<file path="src/txirq_consts.svh">
// Register offsets, field positions, widths and reset values
`ifndef TXIRQ_CONSTS_SVH
`define TXIRQ_CONSTS_SVH
`define TXIRQ_ADDR_W 8
`define TXIRQ_OFS_MODE 8'h00
`define TXIRQ_OFS_IRQCFG 8'h04
`define TXIRQ_OFS_FLAGS 8'h08
`define TXIRQ_OFS_FIFO 8'h0C
`define TXIRQ_OFS_STAT 8'h10
`define TXIRQ_OFS_IEN 8'h14
`define TXIRQ_OFS_ICLR 8'h18
`define TXIRQ_OFS_RXEV 8'h1C
`define TXIRQ_OFS_RATE 8'h20
`define TXIRQ_MODE_HI 7
`define TXIRQ_MODE_LO 6
`define TXIRQ_MODE_BUF 5
`define TXIRQ_MODE_TXEN 0
`define TXIRQ_CFG_START_FULL 4
`define TXIRQ_CFG_TXB_SEL 3
`define TXIRQ_CFG_TXA_SEL 2
`define TXIRQ_CFG_RXA_HI 7
`define TXIRQ_CFG_RXA_LO 6
`define TXIRQ_CFG_RXB_HI 5
`define TXIRQ_CFG_RXB_LO 4
`define TXIRQ_CFG_NODE_EN 1
`define TXIRQ_FLG_NEMPTY 0
`define TXIRQ_FLG_FULL 1
`define TXIRQ_FLG_OVR 2
`define TXIRQ_FLG_THRESH 3
`define TXIRQ_FLG_STOP 5
`define TXIRQ_EV_W 4
`define TXIRQ_EV_FULL 0
`define TXIRQ_EV_OVR 1
`define TXIRQ_EV_EMPTY 2
`define TXIRQ_EV_STOP 3
`define TXIRQ_MODE_RST 8'h00
`define TXIRQ_CFG_RST 8'h00
`define TXIRQ_RATE_RST 16'h0007
`define TXIRQ_THR_RST 6'h1F
`endif

</file>
<file path="src/txirq_pkg.sv">
// Types shared by the transmit path and interrupt mapping
package txirq_pkg;
    typedef enum logic [2:0] {
        TXIRQ_DM_CONT = 3'b001,
        TXIRQ_DM_BUF = 3'b010,
        TXIRQ_DM_PKT = 3'b100
    } txirq_dmode_e;
    typedef enum logic [2:0] {
        TXIRQ_SH_IDLE = 3'b001,
        TXIRQ_SH_RUN = 3'b010,
        TXIRQ_SH_LAST = 3'b100
    } txirq_shift_e;
endpackage

</file>
<file path="src/txirq_top.sv">
// Transmit data path with host interrupt pin mapping
//
// Function
// Mode 00: continuous, bit clock on pin B
// Sample data on bit clock rising edge
// Host paces data by clock under FSK
// Mode bit 5 selects buffered 64-byte FIFO
// FIFO bytes load shifter, bits to modulator
// Start-on-full bit picks first byte or full
// Write when full sets overflow, overwrites
// Writing 1 to overflow clears it and FIFO
// Last byte loaded clears not-empty flag
// Stop flag rises as last bit starts
// Host keeps transmit one more bit period
// Leaving transmit stops at once, drops bits
// Pin B: full or stop, clock in continuous
// Pin A: zero, threshold or not-empty in TX
// Two pins, sources chosen by mode, direction
// Receive pin A source map
// Receive pin B source map
// Mode 10 or 11 packet, 01 buffered
//
// Chosen here: the register addresses and the APB slave port.
`timescale 1ns/1ns
`default_nettype none
`include "txirq_consts.svh"
module txirq_top #(
    parameter int DEPTH = 64,
    parameter int RATE_W = 16
) (
    input wire logic sys_clk_i,
    input wire logic nrst_i,
    input wire logic clk_en_i,
    input wire logic psel_i,
    input wire logic penable_i,
    input wire logic pwrite_i,
    input wire logic [`TXIRQ_ADDR_W-1:0] paddr_i,
    input wire logic [31:0] pwdata_i,
    output logic [31:0] prdata_o,
    output logic pready_o,
    output logic pslverr_o,
    input wire logic tx_data_i,
    input wire logic rx_bit_clock_i,
    input wire logic tx_mod_fsk_i,
    output logic mod_data_o,
    output logic mod_active_o,
    output logic host_irq_a_o,
    output logic host_irq_b_o,
    output logic irq_o
);
    localparam int PW = $clog2(DEPTH);
    localparam logic [PW:0] DEPTH_C = (PW+1)'(DEPTH);

    logic [7:0] mode_r, cfg_r;
    logic [5:0] thr_r;
    logic [RATE_W-1:0] rate_r, div_r;
    logic [7:0] rxev_r;
    logic [`TXIRQ_EV_W-1:0] stat_r, ien_r;
    logic [7:0] mem_r [DEPTH];
    logic [PW-1:0] wp_r, rp_r;
    logic [PW:0] cnt_r;
    logic ovr_r, stop_r, started_r, bclk_r;
    logic [7:0] sh_r;
    logic [2:0] bit_r;
    logic s1_data_r, s2_data_r, s1_rck_r, s2_rck_r;
    txirq_pkg::txirq_shift_e st_r;

    // Data mode decode used by both pin maps
    function automatic txirq_pkg::txirq_dmode_e dmode(input logic [7:0] m);
        if (m[`TXIRQ_MODE_HI]) begin
            return txirq_pkg::TXIRQ_DM_PKT;
        end else if (m[`TXIRQ_MODE_LO] || m[`TXIRQ_MODE_BUF]) begin
            return txirq_pkg::TXIRQ_DM_BUF;
        end
        return txirq_pkg::TXIRQ_DM_CONT;
    endfunction

    txirq_pkg::txirq_dmode_e dm;
    logic tx_on, buf_tx, wr_acc, bus_en, fifo_wr, ovr_clr;
    logic full, pop, tick, bclk_rise;
    assign dm = dmode(mode_r);
    assign tx_on = mode_r[`TXIRQ_MODE_TXEN];
    assign buf_tx = tx_on && dm != txirq_pkg::TXIRQ_DM_CONT;
    assign bus_en = clk_en_i && psel_i && penable_i;
    assign wr_acc = bus_en && pwrite_i;
    assign fifo_wr = wr_acc && paddr_i == `TXIRQ_OFS_FIFO && buf_tx;
    assign ovr_clr = wr_acc && paddr_i == `TXIRQ_OFS_FLAGS
        && pwdata_i[`TXIRQ_FLG_OVR];
    assign full = cnt_r == DEPTH_C;
    assign pready_o = 1'b1;

    // Pin inputs pass two flops before use
    always_ff @(posedge sys_clk_i) begin
        if (!nrst_i) begin
            {s1_data_r, s2_data_r, s1_rck_r, s2_rck_r} <= 4'h0;
        end else if (clk_en_i) begin
            s1_data_r <= tx_data_i;
            s2_data_r <= s1_data_r;
            s1_rck_r <= rx_bit_clock_i;
            s2_rck_r <= s1_rck_r;
        end
    end

    // Configuration registers
    always_ff @(posedge sys_clk_i) begin
        if (!nrst_i) begin
            mode_r <= `TXIRQ_MODE_RST;
            cfg_r <= `TXIRQ_CFG_RST;
            thr_r <= `TXIRQ_THR_RST;
            rate_r <= RATE_W'(`TXIRQ_RATE_RST);
            ien_r <= '0;
            rxev_r <= 8'h00;
        end else if (wr_acc) begin
            unique case (paddr_i)
                `TXIRQ_OFS_MODE: mode_r <= pwdata_i[7:0];
                `TXIRQ_OFS_IRQCFG: cfg_r <= pwdata_i[7:0];
                `TXIRQ_OFS_IEN: ien_r <= pwdata_i[`TXIRQ_EV_W-1:0];
                `TXIRQ_OFS_RXEV: rxev_r <= pwdata_i[7:0];
                `TXIRQ_OFS_RATE: begin
                    rate_r <= pwdata_i[RATE_W-1:0];
                    thr_r <= pwdata_i[21:16];
                end
                default: ;
            endcase
        end
    end

    // Bit clock divider; runs only in transmit
    always_ff @(posedge sys_clk_i) begin
        if (!nrst_i) begin
            div_r <= '0;
            bclk_r <= 1'b0;
        end else if (clk_en_i) begin
            if (!tx_on) begin
                div_r <= '0;
                bclk_r <= 1'b0;
            end else if (div_r == rate_r) begin
                div_r <= '0;
                bclk_r <= !bclk_r;
            end else begin
                div_r <= div_r + RATE_W'(1);
            end
        end
    end
    assign tick = tx_on && div_r == rate_r;
    assign bclk_rise = tick && !bclk_r;

    // Transmit start gate: first byte or full FIFO
    always_ff @(posedge sys_clk_i) begin
        if (!nrst_i) begin
            started_r <= 1'b0;
        end else if (clk_en_i) begin
            if (!buf_tx || ovr_clr) begin
                started_r <= 1'b0;
            end else if (cfg_r[`TXIRQ_CFG_START_FULL] ? full
                         : cnt_r != '0) begin
                started_r <= 1'b1;
            end
        end
    end
    assign pop = buf_tx && started_r && bclk_rise && cnt_r != '0
        && (st_r == txirq_pkg::TXIRQ_SH_IDLE || bit_r == 3'd7);

    // FIFO in flip-flops; full writes overwrite oldest
    always_ff @(posedge sys_clk_i) begin
        if (!nrst_i) begin
            wp_r <= '0;
            rp_r <= '0;
            cnt_r <= '0;
        end else if (clk_en_i) begin
            if (ovr_clr) begin
                wp_r <= '0;
                rp_r <= '0;
                cnt_r <= '0;
            end else begin
                if (fifo_wr) begin
                    wp_r <= PW'((32'(wp_r) + 1) % DEPTH);
                end
                if (pop || (fifo_wr && full)) begin
                    rp_r <= PW'((32'(rp_r) + 1) % DEPTH);
                end
                if (fifo_wr && !pop && !full) begin
                    cnt_r <= cnt_r + 1'b1;
                end else if (pop && !fifo_wr) begin
                    cnt_r <= cnt_r - 1'b1;
                end
            end
        end
    end
    always_ff @(posedge sys_clk_i) begin
        if (fifo_wr && clk_en_i) begin
            mem_r[wp_r] <= pwdata_i[7:0];
        end
    end

    // Shift register feeding the modulator, MSB first
    always_ff @(posedge sys_clk_i) begin
        if (!nrst_i) begin
            st_r <= txirq_pkg::TXIRQ_SH_IDLE;
            sh_r <= 8'h00;
            bit_r <= 3'd0;
            stop_r <= 1'b0;
        end else if (clk_en_i) begin
            if (!buf_tx) begin
                st_r <= txirq_pkg::TXIRQ_SH_IDLE;
                bit_r <= 3'd0;
            end else if (pop) begin
                sh_r <= mem_r[rp_r];
                bit_r <= 3'd0;
                st_r <= txirq_pkg::TXIRQ_SH_RUN;
            end else if (bclk_rise) begin
                unique case (st_r)
                    txirq_pkg::TXIRQ_SH_RUN: begin
                        sh_r <= {sh_r[6:0], 1'b0};
                        bit_r <= bit_r + 3'd1;
                        if (bit_r == 3'd6 && cnt_r == '0) begin
                            st_r <= txirq_pkg::TXIRQ_SH_LAST;
                            stop_r <= 1'b1;
                        end
                    end
                    txirq_pkg::TXIRQ_SH_LAST: begin
                        st_r <= txirq_pkg::TXIRQ_SH_IDLE;
                    end
                    default: st_r <= txirq_pkg::TXIRQ_SH_IDLE;
                endcase
            end
            if (fifo_wr) begin
                stop_r <= 1'b0;
            end
        end
    end

    // Overflow flag: set wins over clear
    always_ff @(posedge sys_clk_i) begin
        if (!nrst_i) begin
            ovr_r <= 1'b0;
        end else if (clk_en_i) begin
            if (fifo_wr && full) begin
                ovr_r <= 1'b1;
            end else if (ovr_clr) begin
                ovr_r <= 1'b0;
            end
        end
    end

    // Modulator drive: continuous mode takes pin data on rise
    always_ff @(posedge sys_clk_i) begin
        if (!nrst_i) begin
            mod_data_o <= 1'b0;
            mod_active_o <= 1'b0;
        end else if (clk_en_i) begin
            if (!tx_on) begin
                mod_data_o <= 1'b0;
                mod_active_o <= 1'b0;
            end else if (dm == txirq_pkg::TXIRQ_DM_CONT) begin
                mod_active_o <= 1'b1;
                if (bclk_rise) begin
                    mod_data_o <= s2_data_r;
                end
            end else begin
                mod_active_o <= st_r != txirq_pkg::TXIRQ_SH_IDLE;
                mod_data_o <= sh_r[7];
            end
        end
    end

    // Threshold event: level at or below threshold
    logic thr_ev;
    assign thr_ev = cnt_r <= {1'b0, thr_r};
    // Interrupt pin mapping
    logic pin_a, pin_b;
    always_comb begin
        pin_a = 1'b0;
        pin_b = 1'b0;
        if (tx_on) begin
            if (dm == txirq_pkg::TXIRQ_DM_CONT) begin
                pin_b = bclk_r;
            end else begin
                pin_a = cfg_r[`TXIRQ_CFG_TXA_SEL] ? cnt_r != '0
                    : thr_ev;
                pin_b = cfg_r[`TXIRQ_CFG_TXB_SEL] ? stop_r
                    : full;
            end
        end else begin
            unique case (dm)
                txirq_pkg::TXIRQ_DM_CONT: begin
                    pin_a = cfg_r[7:6] == 2'b01 ? rxev_r[0] : rxev_r[1];
                    pin_b = s2_rck_r;
                end
                txirq_pkg::TXIRQ_DM_BUF: begin
                    unique case (cfg_r[7:6])
                        2'b00: pin_a = 1'b0;
                        2'b01: pin_a = rxev_r[2];
                        2'b10: pin_a = cnt_r != '0;
                        2'b11: pin_a = rxev_r[1];
                    endcase
                end
                txirq_pkg::TXIRQ_DM_PKT: begin
                    unique case (cfg_r[7:6])
                        2'b00: pin_a = rxev_r[3];
                        2'b01: pin_a = rxev_r[2];
                        2'b10: pin_a = cnt_r != '0;
                        2'b11: pin_a = cfg_r[`TXIRQ_CFG_NODE_EN]
                            ? rxev_r[4] : rxev_r[1];
                    endcase
                end
            endcase
            if (dm != txirq_pkg::TXIRQ_DM_CONT) begin
                unique case (cfg_r[5:4])
                    2'b00: pin_b = dm == txirq_pkg::TXIRQ_DM_PKT
                        ? rxev_r[5] : 1'b0;
                    2'b01: pin_b = full;
                    2'b10: pin_b = rxev_r[0];
                    2'b11: pin_b = rxev_r[6];
                endcase
            end
        end
    end
    always_ff @(posedge sys_clk_i) begin
        if (!nrst_i) begin
            host_irq_a_o <= 1'b0;
            host_irq_b_o <= 1'b0;
        end else if (clk_en_i) begin
            host_irq_a_o <= pin_a;
            host_irq_b_o <= pin_b;
        end
    end

    // Sticky events, write-one clear, set wins
    logic [`TXIRQ_EV_W-1:0] ev, clr;
    assign ev = {stop_r, cnt_r == '0, ovr_r, full};
    assign clr = (wr_acc && paddr_i == `TXIRQ_OFS_ICLR)
        ? pwdata_i[`TXIRQ_EV_W-1:0] : '0;
    always_ff @(posedge sys_clk_i) begin
        if (!nrst_i) begin
            stat_r <= '0;
        end else if (clk_en_i) begin
            stat_r <= (stat_r & ~clr) | ev;
        end
    end
    assign irq_o = |(stat_r & ien_r);

    // APB read data; unmapped reads zero with error
    always_ff @(posedge sys_clk_i) begin
        if (!nrst_i) begin
            prdata_o <= 32'h0000_0000;
        end else if (clk_en_i && psel_i && !penable_i && !pwrite_i) begin
            unique case (paddr_i)
                `TXIRQ_OFS_MODE: prdata_o <= {24'h00_0000, mode_r};
                `TXIRQ_OFS_IRQCFG: prdata_o <= {24'h00_0000, cfg_r};
                `TXIRQ_OFS_FLAGS: prdata_o <= {26'h000_0000, stop_r,
                    1'b0, thr_ev, ovr_r, full, cnt_r != '0};
                `TXIRQ_OFS_STAT: prdata_o <= 32'(stat_r);
                `TXIRQ_OFS_IEN: prdata_o <= 32'(ien_r);
                `TXIRQ_OFS_RXEV: prdata_o <= {24'h00_0000, rxev_r};
                `TXIRQ_OFS_RATE: prdata_o <= {10'h000, thr_r,
                    16'(rate_r)};
                default: prdata_o <= 32'h0000_0000;
            endcase
        end
    end
    function automatic logic mapped(input logic [`TXIRQ_ADDR_W-1:0] a);
        return a <= `TXIRQ_OFS_RATE && a[1:0] == 2'b00;
    endfunction
    assign pslverr_o = psel_i && penable_i && !mapped(paddr_i);

    chk_ovr_set: assert property (@(posedge sys_clk_i)
        disable iff (!nrst_i) clk_en_i && fifo_wr && full |=> ovr_r)
        else $error("overflow not set");
    chk_ovr_clear: assert property (@(posedge sys_clk_i)
        disable iff (!nrst_i) clk_en_i && ovr_clr && !(fifo_wr && full)
        |=> !ovr_r && cnt_r == '0) else $error("overflow clear failed");
    chk_cont_pinb: assert property (@(posedge sys_clk_i)
        disable iff (!nrst_i)
        clk_en_i && tx_on && dm == txirq_pkg::TXIRQ_DM_CONT
        |=> host_irq_b_o == $past(bclk_r)) else $error("pin B not bit clock");
    chk_cont_pina: assert property (@(posedge sys_clk_i)
        disable iff (!nrst_i)
        clk_en_i && tx_on && dm == txirq_pkg::TXIRQ_DM_CONT
        |=> !host_irq_a_o) else $error("pin A not zero");
    chk_stop_off: assert property (@(posedge sys_clk_i)
        disable iff (!nrst_i) clk_en_i && !tx_on |=> !mod_active_o)
        else $error("modulator still active");
    chk_fifo_lim: assert property (@(posedge sys_clk_i)
        disable iff (!nrst_i) cnt_r <= DEPTH_C)
        else $error("fifo count too high");
    chk_stop_sel: assert property (@(posedge sys_clk_i)
        disable iff (!nrst_i)
        clk_en_i && buf_tx && cfg_r[`TXIRQ_CFG_TXB_SEL]
        |=> host_irq_b_o == $past(stop_r)) else $error("pin B not stop");
    chk_pop_load: assert property (@(posedge sys_clk_i)
        disable iff (!nrst_i) clk_en_i && pop |=> sh_r == $past(mem_r[rp_r])
        && st_r == txirq_pkg::TXIRQ_SH_RUN) else $error("shifter not loaded");
    cov_full: cover property (@(posedge sys_clk_i) full);
    cov_ovr: cover property (@(posedge sys_clk_i) fifo_wr && full);
    cov_stop: cover property (@(posedge sys_clk_i) $rose(stop_r));
endmodule
`default_nettype wire

</file>
<file path="config.mk">
export PLATFORM = sky130hd
export DESIGN_NAME = txirq_top
export DESIGN_NICKNAME = d
export VERILOG_FILES = /design/src/txirq_pkg.sv /design/src/txirq_top.sv
export VERILOG_INCLUDE_DIRS = /design/src
export SDC_FILE = /design/constraint.sdc
export NUM_CORES = 1
export LEC_CHECK = 0
export BUFFER_PORTS_ARGS = -buffer_cell sky130_fd_sc_hd__buf_2
export CORE_MARGIN = 2
export CORE_UTILIZATION = 35
export CTS_CLUSTER_DIAMETER = 40
export DETAILED_ROUTE_END_ITERATION = 7
export HOLD_SLACK_MARGIN = 0.08
export SYNTH_ARGS = -nofsm -noshare
export SYNTH_HDL_FRONTEND = slang
export SYNTH_SLANG_ARGS = --single-unit
</file>
<file path="constraint.sdc">
create_clock -name sys_clk_i -period 4.63 [get_ports sys_clk_i]
set_input_delay 0.6945 -clock sys_clk_i [delete_from_list [all_inputs] [get_ports sys_clk_i]]
set_output_delay 0.6945 -clock sys_clk_i [all_outputs]
set_load 0.02 [all_outputs]
</file>
* Word level (Yosys, flattened, before mapping)
Memory sizes are Yosys's and may differ from the RTL's. A register that Yosys moved wholly into a read port is not among the register bits. Cells that the tools add are included.
Operators by class: eq/ne operators 31, add/subtract/negate cells 6, div/mod/pow operators 0, mux-type cells 65, multipliers 0, bitwise operators 4, magnitude comparators 2, shifts and indexed selects 0, reduce and logical (&&, ||, !) cells 72
Operators with widths (number):
- one-hot mux 22 bit (7 select lines) | 1
- 2-to-1 mux 3 bit | 12
- 2-to-1 mux 6 bit | 6
- 2-to-1 mux 1 bit | 33
- == test 8 x 5 -> 1 bit (second input constant) | 4
- 2-to-1 mux 16 bit | 2
- logical AND 1 bit | 26
- 2-to-1 mux 8 bit | 3
- AND reduction 2 bit | 12
- 2-to-1 mux 7 bit | 3
- nonzero test 2 bit | 10
- adder 16 x 1 -> 16 bit (second input constant) | 1
- == test 16 bit | 1
- == test 8 x 4 -> 1 bit (second input constant) | 2
- adder 6 x 1 -> 6 bit (second input constant) | 2
- inequality test 3 x 1 -> 1 bit (second input constant) | 4
- one-hot mux 1 bit (4 select lines) | 3
- == test 3 bit (second input constant) | 3
- bitwise AND 4 bit | 2
- == test 2 bit (second input constant) | 4
- == test 8 x 3 -> 1 bit (second input constant) | 1
- == test 8 x 6 -> 1 bit (second input constant) | 1
- <= comparator 8 x 6 -> 1 bit (second input constant) | 1
- logical NOT 1 bit | 8
- 26 further kinds | 35
Word-level totals: latch bits 0, input bits 49, bits in read-only memories 0, output and inout bits 39, register bits 147, word-level logic and storage cells 208, bits in writable memories 512, memories kept 1
Memory list:
- mem_r | words 64, width 8, rd ports 1, clocked after memory_dff 1, wr ports 1, line txirq_top.sv:59 | logic [7:0] mem_r [DEPTH];

* Longest topological paths before layout
depth after elaboration 15, depth in mapped cells 17, mapped depth without buffers 15

* Least setup slack after synthesis
OpenSTA, ideal clock, no wires.
path type input -> register, start in paddr_i[5], end reg cnt_r[6], data required time 4.556 ns, cell stages on the path 12, arrival time 3.713 ns, path slack 0.843 ns, path buffers 1, setup time 0.074 ns, cells stage by stage or4_1 > buf_2 > or4_1 > or3_1 > ha_1 > nor2b_1 > o21ai_0 > nand2b_1 > a31oi_1 > nor4_1 > o32a_1 > o21ai_0
On the way: cells in the longest elaborated chain, start to end 7, elaborated cells between the ends (all ways) 14, classes of those cells eq/ne (2); mux (2); reduce/logical (10)
RTL lines:
- start, declared | line txirq_top.sv:37 | input wire logic [`TXIRQ_ADDR_W-1:0] paddr_i,
- == test 8 x 4 -> 1 bit (no source line)
- logical AND 1 bit (no source line)
- logical AND 1 bit | line txirq_top.sv:86 | assign fifo_wr = wr_acc && paddr_i == `TXIRQ_OFS_FIFO && buf_tx;
- logical AND 1 bit / logical NOT 1 bit (equally long branches) | line txirq_top.sv:182, txirq_top.sv:184
- logical AND 1 bit, on equally long branches | line txirq_top.sv:182, txirq_top.sv:184
- nonzero test 3 bit (no source line) / 2-to-1 mux 7 bit (equally long branches)
- AND reduction 2 bit (no source line) / 2-to-1 mux 7 bit (equally long branches)
- end signal, assigned | line txirq_top.sv:183 | cnt_r <= cnt_r + 1'b1;
- end signal, assigned | line txirq_top.sv:185 | cnt_r <= cnt_r - 1'b1;
- end, declared | line txirq_top.sv:61 | logic [PW:0] cnt_r;
Parallel ways exist; a longest one is shown, timed or not. A chain may end at the register's enable or synchronous reset.

* Worst setup path after layout
start reg mode_r[7], end reg cnt_r[6]
On the way: cells in the longest elaborated chain, start to end 13, elaborated cells between the ends (all ways) 19, classes of those cells eq/ne (1); mux (5); reduce/logical (13)
RTL lines:
- start, declared | line txirq_top.sv:54 | logic [7:0] mode_r, cfg_r;
- start signal, assigned | line txirq_top.sv:107 | mode_r <= `TXIRQ_MODE_RST;
- start signal, assigned | line txirq_top.sv:115 | `TXIRQ_OFS_MODE: mode_r <= pwdata_i[7:0];
- 2-to-1 mux 3 bit / 2-to-1 mux 1 bit (equally long branches) | line txirq_top.sv:70 | if (m[`TXIRQ_MODE_HI]) begin
- 2-to-1 mux 3 bit * | line txirq_top.sv:75 | return txirq_pkg::TXIRQ_DM_CONT;
- inequality test 3 x 1 -> 1 bit * | line txirq_top.sv:83 | assign buf_tx = tx_on && dm != txirq_pkg::TXIRQ_DM_CONT;
- logical AND 1 bit * | line txirq_top.sv:83
- logical AND 1 bit (3 in series) | line txirq_top.sv:161 | assign pop = buf_tx && started_r && bclk_rise && cnt_r != '0
- logical AND 1 bit | line txirq_top.sv:162 | && (st_r == txirq_pkg::TXIRQ_SH_IDLE || bit_r == 3'd7);
- logical NOT 1 bit | line txirq_top.sv:182 | if (fifo_wr && !pop && !full) begin
- logical AND 1 bit (2 in series) | line txirq_top.sv:182
- nonzero test 3 bit (no source line) / 2-to-1 mux 7 bit (equally long branches)
- AND reduction 2 bit (no source line) / 2-to-1 mux 7 bit (equally long branches)
Mark *: on every way between the ends. The rest lies on a longest branch, timed or not.

==> results.json <==
{
  "status": "finished, final reports clean",
  "period_needed_ns": 3.71,
  "drt_iter0_markers": 1271,
  "antenna_found_initial": 0,
  "first_pass_iters": 5,
  "vias_per_cell": 5.33,
  "layout_commonest_cell": "edfxtp_1",
  "cts_buffers": 94,
  "drc": 0,
  "p_leak_uw": 0.0102,
  "synth_edf_count": 512,
  "stdcell_count": 2915,
  "grt_first_pass_wirelength_mm": 96.2,
  "hp-class": "input pin to register",
  "nNetsFinal": 1933,
  "drt_wl_total_mm": 63.5,
  "postSynthCellCount": 1697,
  "clk-insertion-delay-late_ns": 0.65,
  "end_kind": "register",
  "port_buffers": 65,
  "cts.sinks": 655,
  "antenna_left": 0,
  "die-area_um2": 77500,
  "synth_cell_types": 67,
  "grt_pass1_vias": 15642,
  "start_util": 0.354,
  "dominantRegCellSynth": "edfxtp_1",
  "track_usage": 0.163,
  "wl_per_cell_um": 21.8,
  "grt_max_degree": 69,
  "dp_cells": 2738,
  "setup_viol": 0,
  "gp_congestion": 0.864,
  "clockBufferDepth": 3,
  "critPathKind": "register to register",
  "cts_tree": "built",
  "antenna_cells": 0,
  "max_freq_mhz": 269,
  "syn_area_per_cell_um2": 15.5,
  "postCtsHoldBufs": 0,
  "cellPowerDensity_nw_per_um2": 438,
  "final_cell_mix": "edfxtp_1, nand2_1, dfxtp_1",
  "r2r_cells": 13,
  "fin_skew_ns": 0.0259,
  "vdd_drop_max_v": 0.000236,
  "start_kind": "register",
  "finish.utilization": 0.424,
  "ys_seq_area_frac": 0.692,
  "htreeDepth": 3,
  "cts_setup_buffers": 0,
  "ios": 88,
  "relSlewSlack": 0.253,
  "timing.hold.ws_ns": 0.274,
  "syn_area_um2": 26300,
  "setup_ws_ns": 0.916,
  "rows": 100,
  "dp_hpwl_mm": 40.9,
  "synth_warnings": 0,
  "finalSetupTns_ns": 0,
  "yosys_register_bits": 655,
  "path_clk_slew_ns": 0.05,
  "min_path_cells": 3,
  "core_area_um2": 74400,
  "crit_arrival_ns": 4.28,
  "cp_max_fo": 9,
  "drive_gt1_frac": 0.246,
  "cts_root_buffer": "clkbuf_16",
  "postCtsResizedCells": 0,
  "tightest_slew_ns": 1.12,
  "cap_violations": 0,
  "synthArstFlopShare": 0,
  "crit_required_ns": 5.20,
  "syn2layout_area_growth_pct": 19.8,
  "dp_slack_ns": 0.349,
  "fin_crit_sh": 0.802,
  "die_w_um": 278,
  "hold_viol": 0,
  "slew_violations": 0,
  "nFillCells": 6573,
  "die_h_um": 278,
  "gr-total-overflow": 0,
  "vias": 15548,
  "rsz0062_at_grt": "no"
}
## synthesized netlist by cell type (all sizes together), types with 9 or more instances
cell type | instances | area (um2)
nand3 | 71 | 355
nand2 | 161 | 604
nand4 | 11 | 68.8
a22oi | 29 | 218
nor3 | 13 | 86.3
a21oi | 96 | 480
a31oi | 10 | 62.6
ha | 18 | 225
mux4 | 134 | 3020
nor2 | 127 | 477
dfxtp | 143 | 2860
inv | 21 | 78.8
nor2b | 10 | 62.6
o22ai | 9 | 56.3
nand2b | 10 | 62.6
o211ai | 10 | 75.1
buf | 43 | 236
edfxtp | 512 | 15400
xnor2 | 9 | 78.8
mux2i | 36 | 360
o21ai | 26 | 130
xor2 | 31 | 272
clkbuf | 60 | 226
## critical path, stage by stage (launching register included)
cell      delay (ns)
dfxtp_1         0.47
nor3_2          0.08
buf_4           0.17
nand2b_1        0.19
or4_1           0.62
or3_1           0.52
ha_1            0.37
nor2b_1         0.14
o21ai_0         0.16
nand2b_1        0.11
a31oi_1         0.23
nor4_1          0.08
o32a_1          0.33
o21ai_0         0.15
## cells by family (layout without fill, tap and decap cells)
kind of cell / count (synthesis) / in the layout / synth area share
xor+xnor: 40 / 40 / 0.0133
fa+ha+maj: 19 / 19 / 0.00931
flops: 655 / 655 / 0.692
buf+inv: 124 / 364 / 0.0206
compound gates: 238 / 238 / 0.0577
mux: 171 / 171 / 0.129
simple gates: 448 / 448 / 0.0777
other cells: 2 / 11 / 0.000285
## sequential cells by signal, summed over array words and instances (netlist names), 4 cells and up, named ones only
signal,count
cnt_r,7
rate_r,16
mode_r,8
thr_r,6
prdata_o,22
cfg_r,8
sh_r,8
ien_r,4
stat_r,4
wp_r,6
rxev_r,8
mem_r,512
div_r,16
rp_r,6
## path summary, 6_finish.rpt
check	from	to	slack, ns
min reg2reg	prdata_o[11]	prdata_o[11]	0.45
max reg2reg	mode_r[7]	cnt_r[6]	0.92
min	pwdata_i[16]	thr_r[0]	0.27
max	mode_r[7]	cnt_r[6]	0.92
## cell type report
| cell class | instances | area [um2] | area share |
|---|---|---|---|
| clock buffers | 104 | 2430 | 0.0771 |
| clock inverters | 73 | 852 | 0.0270 |
| flip-flops and latches | 655 | 18200 | 0.579 |
| repair buffers | 166 | 1110 | 0.0351 |
| inverters | 21 | 78.8 | 0.00250 |
| well taps | 969 | 1210 | 0.0384 |
| multi-input cells | 927 | 7610 | 0.241 |
## metrics by stage
stage / cell area [um2] / power [uW]
global route: 31500 / 14200
CTS: 31500 / 13900
floorplan: 26400 / 6520
finish: 31500 / 13800
global placement: 28300 / 6640
detailed placement: 28300 / 6650
## report_power, final
part	total [uW]	internal, uW	switching [uW]	leakage [uW]
registers	6340	6340	3.14	0.00575
logic	185	31.5	153	0.00292
clock network	7300	4500	2800	0.00156
## per-layer routing
metal  GRT usage  wire length, um  vias to the layer above  part of all wire
li1            -                -                     6952                 -
met1       0.216            26800                     7975              0.42
met2       0.271            31400                      505              0.49
met3      0.0281             3630                      116             0.057
met4      0.0568             1680                        0             0.026
met5           0                0                        -                 0
Note: power is estimated with default switching activity, not from simulation.
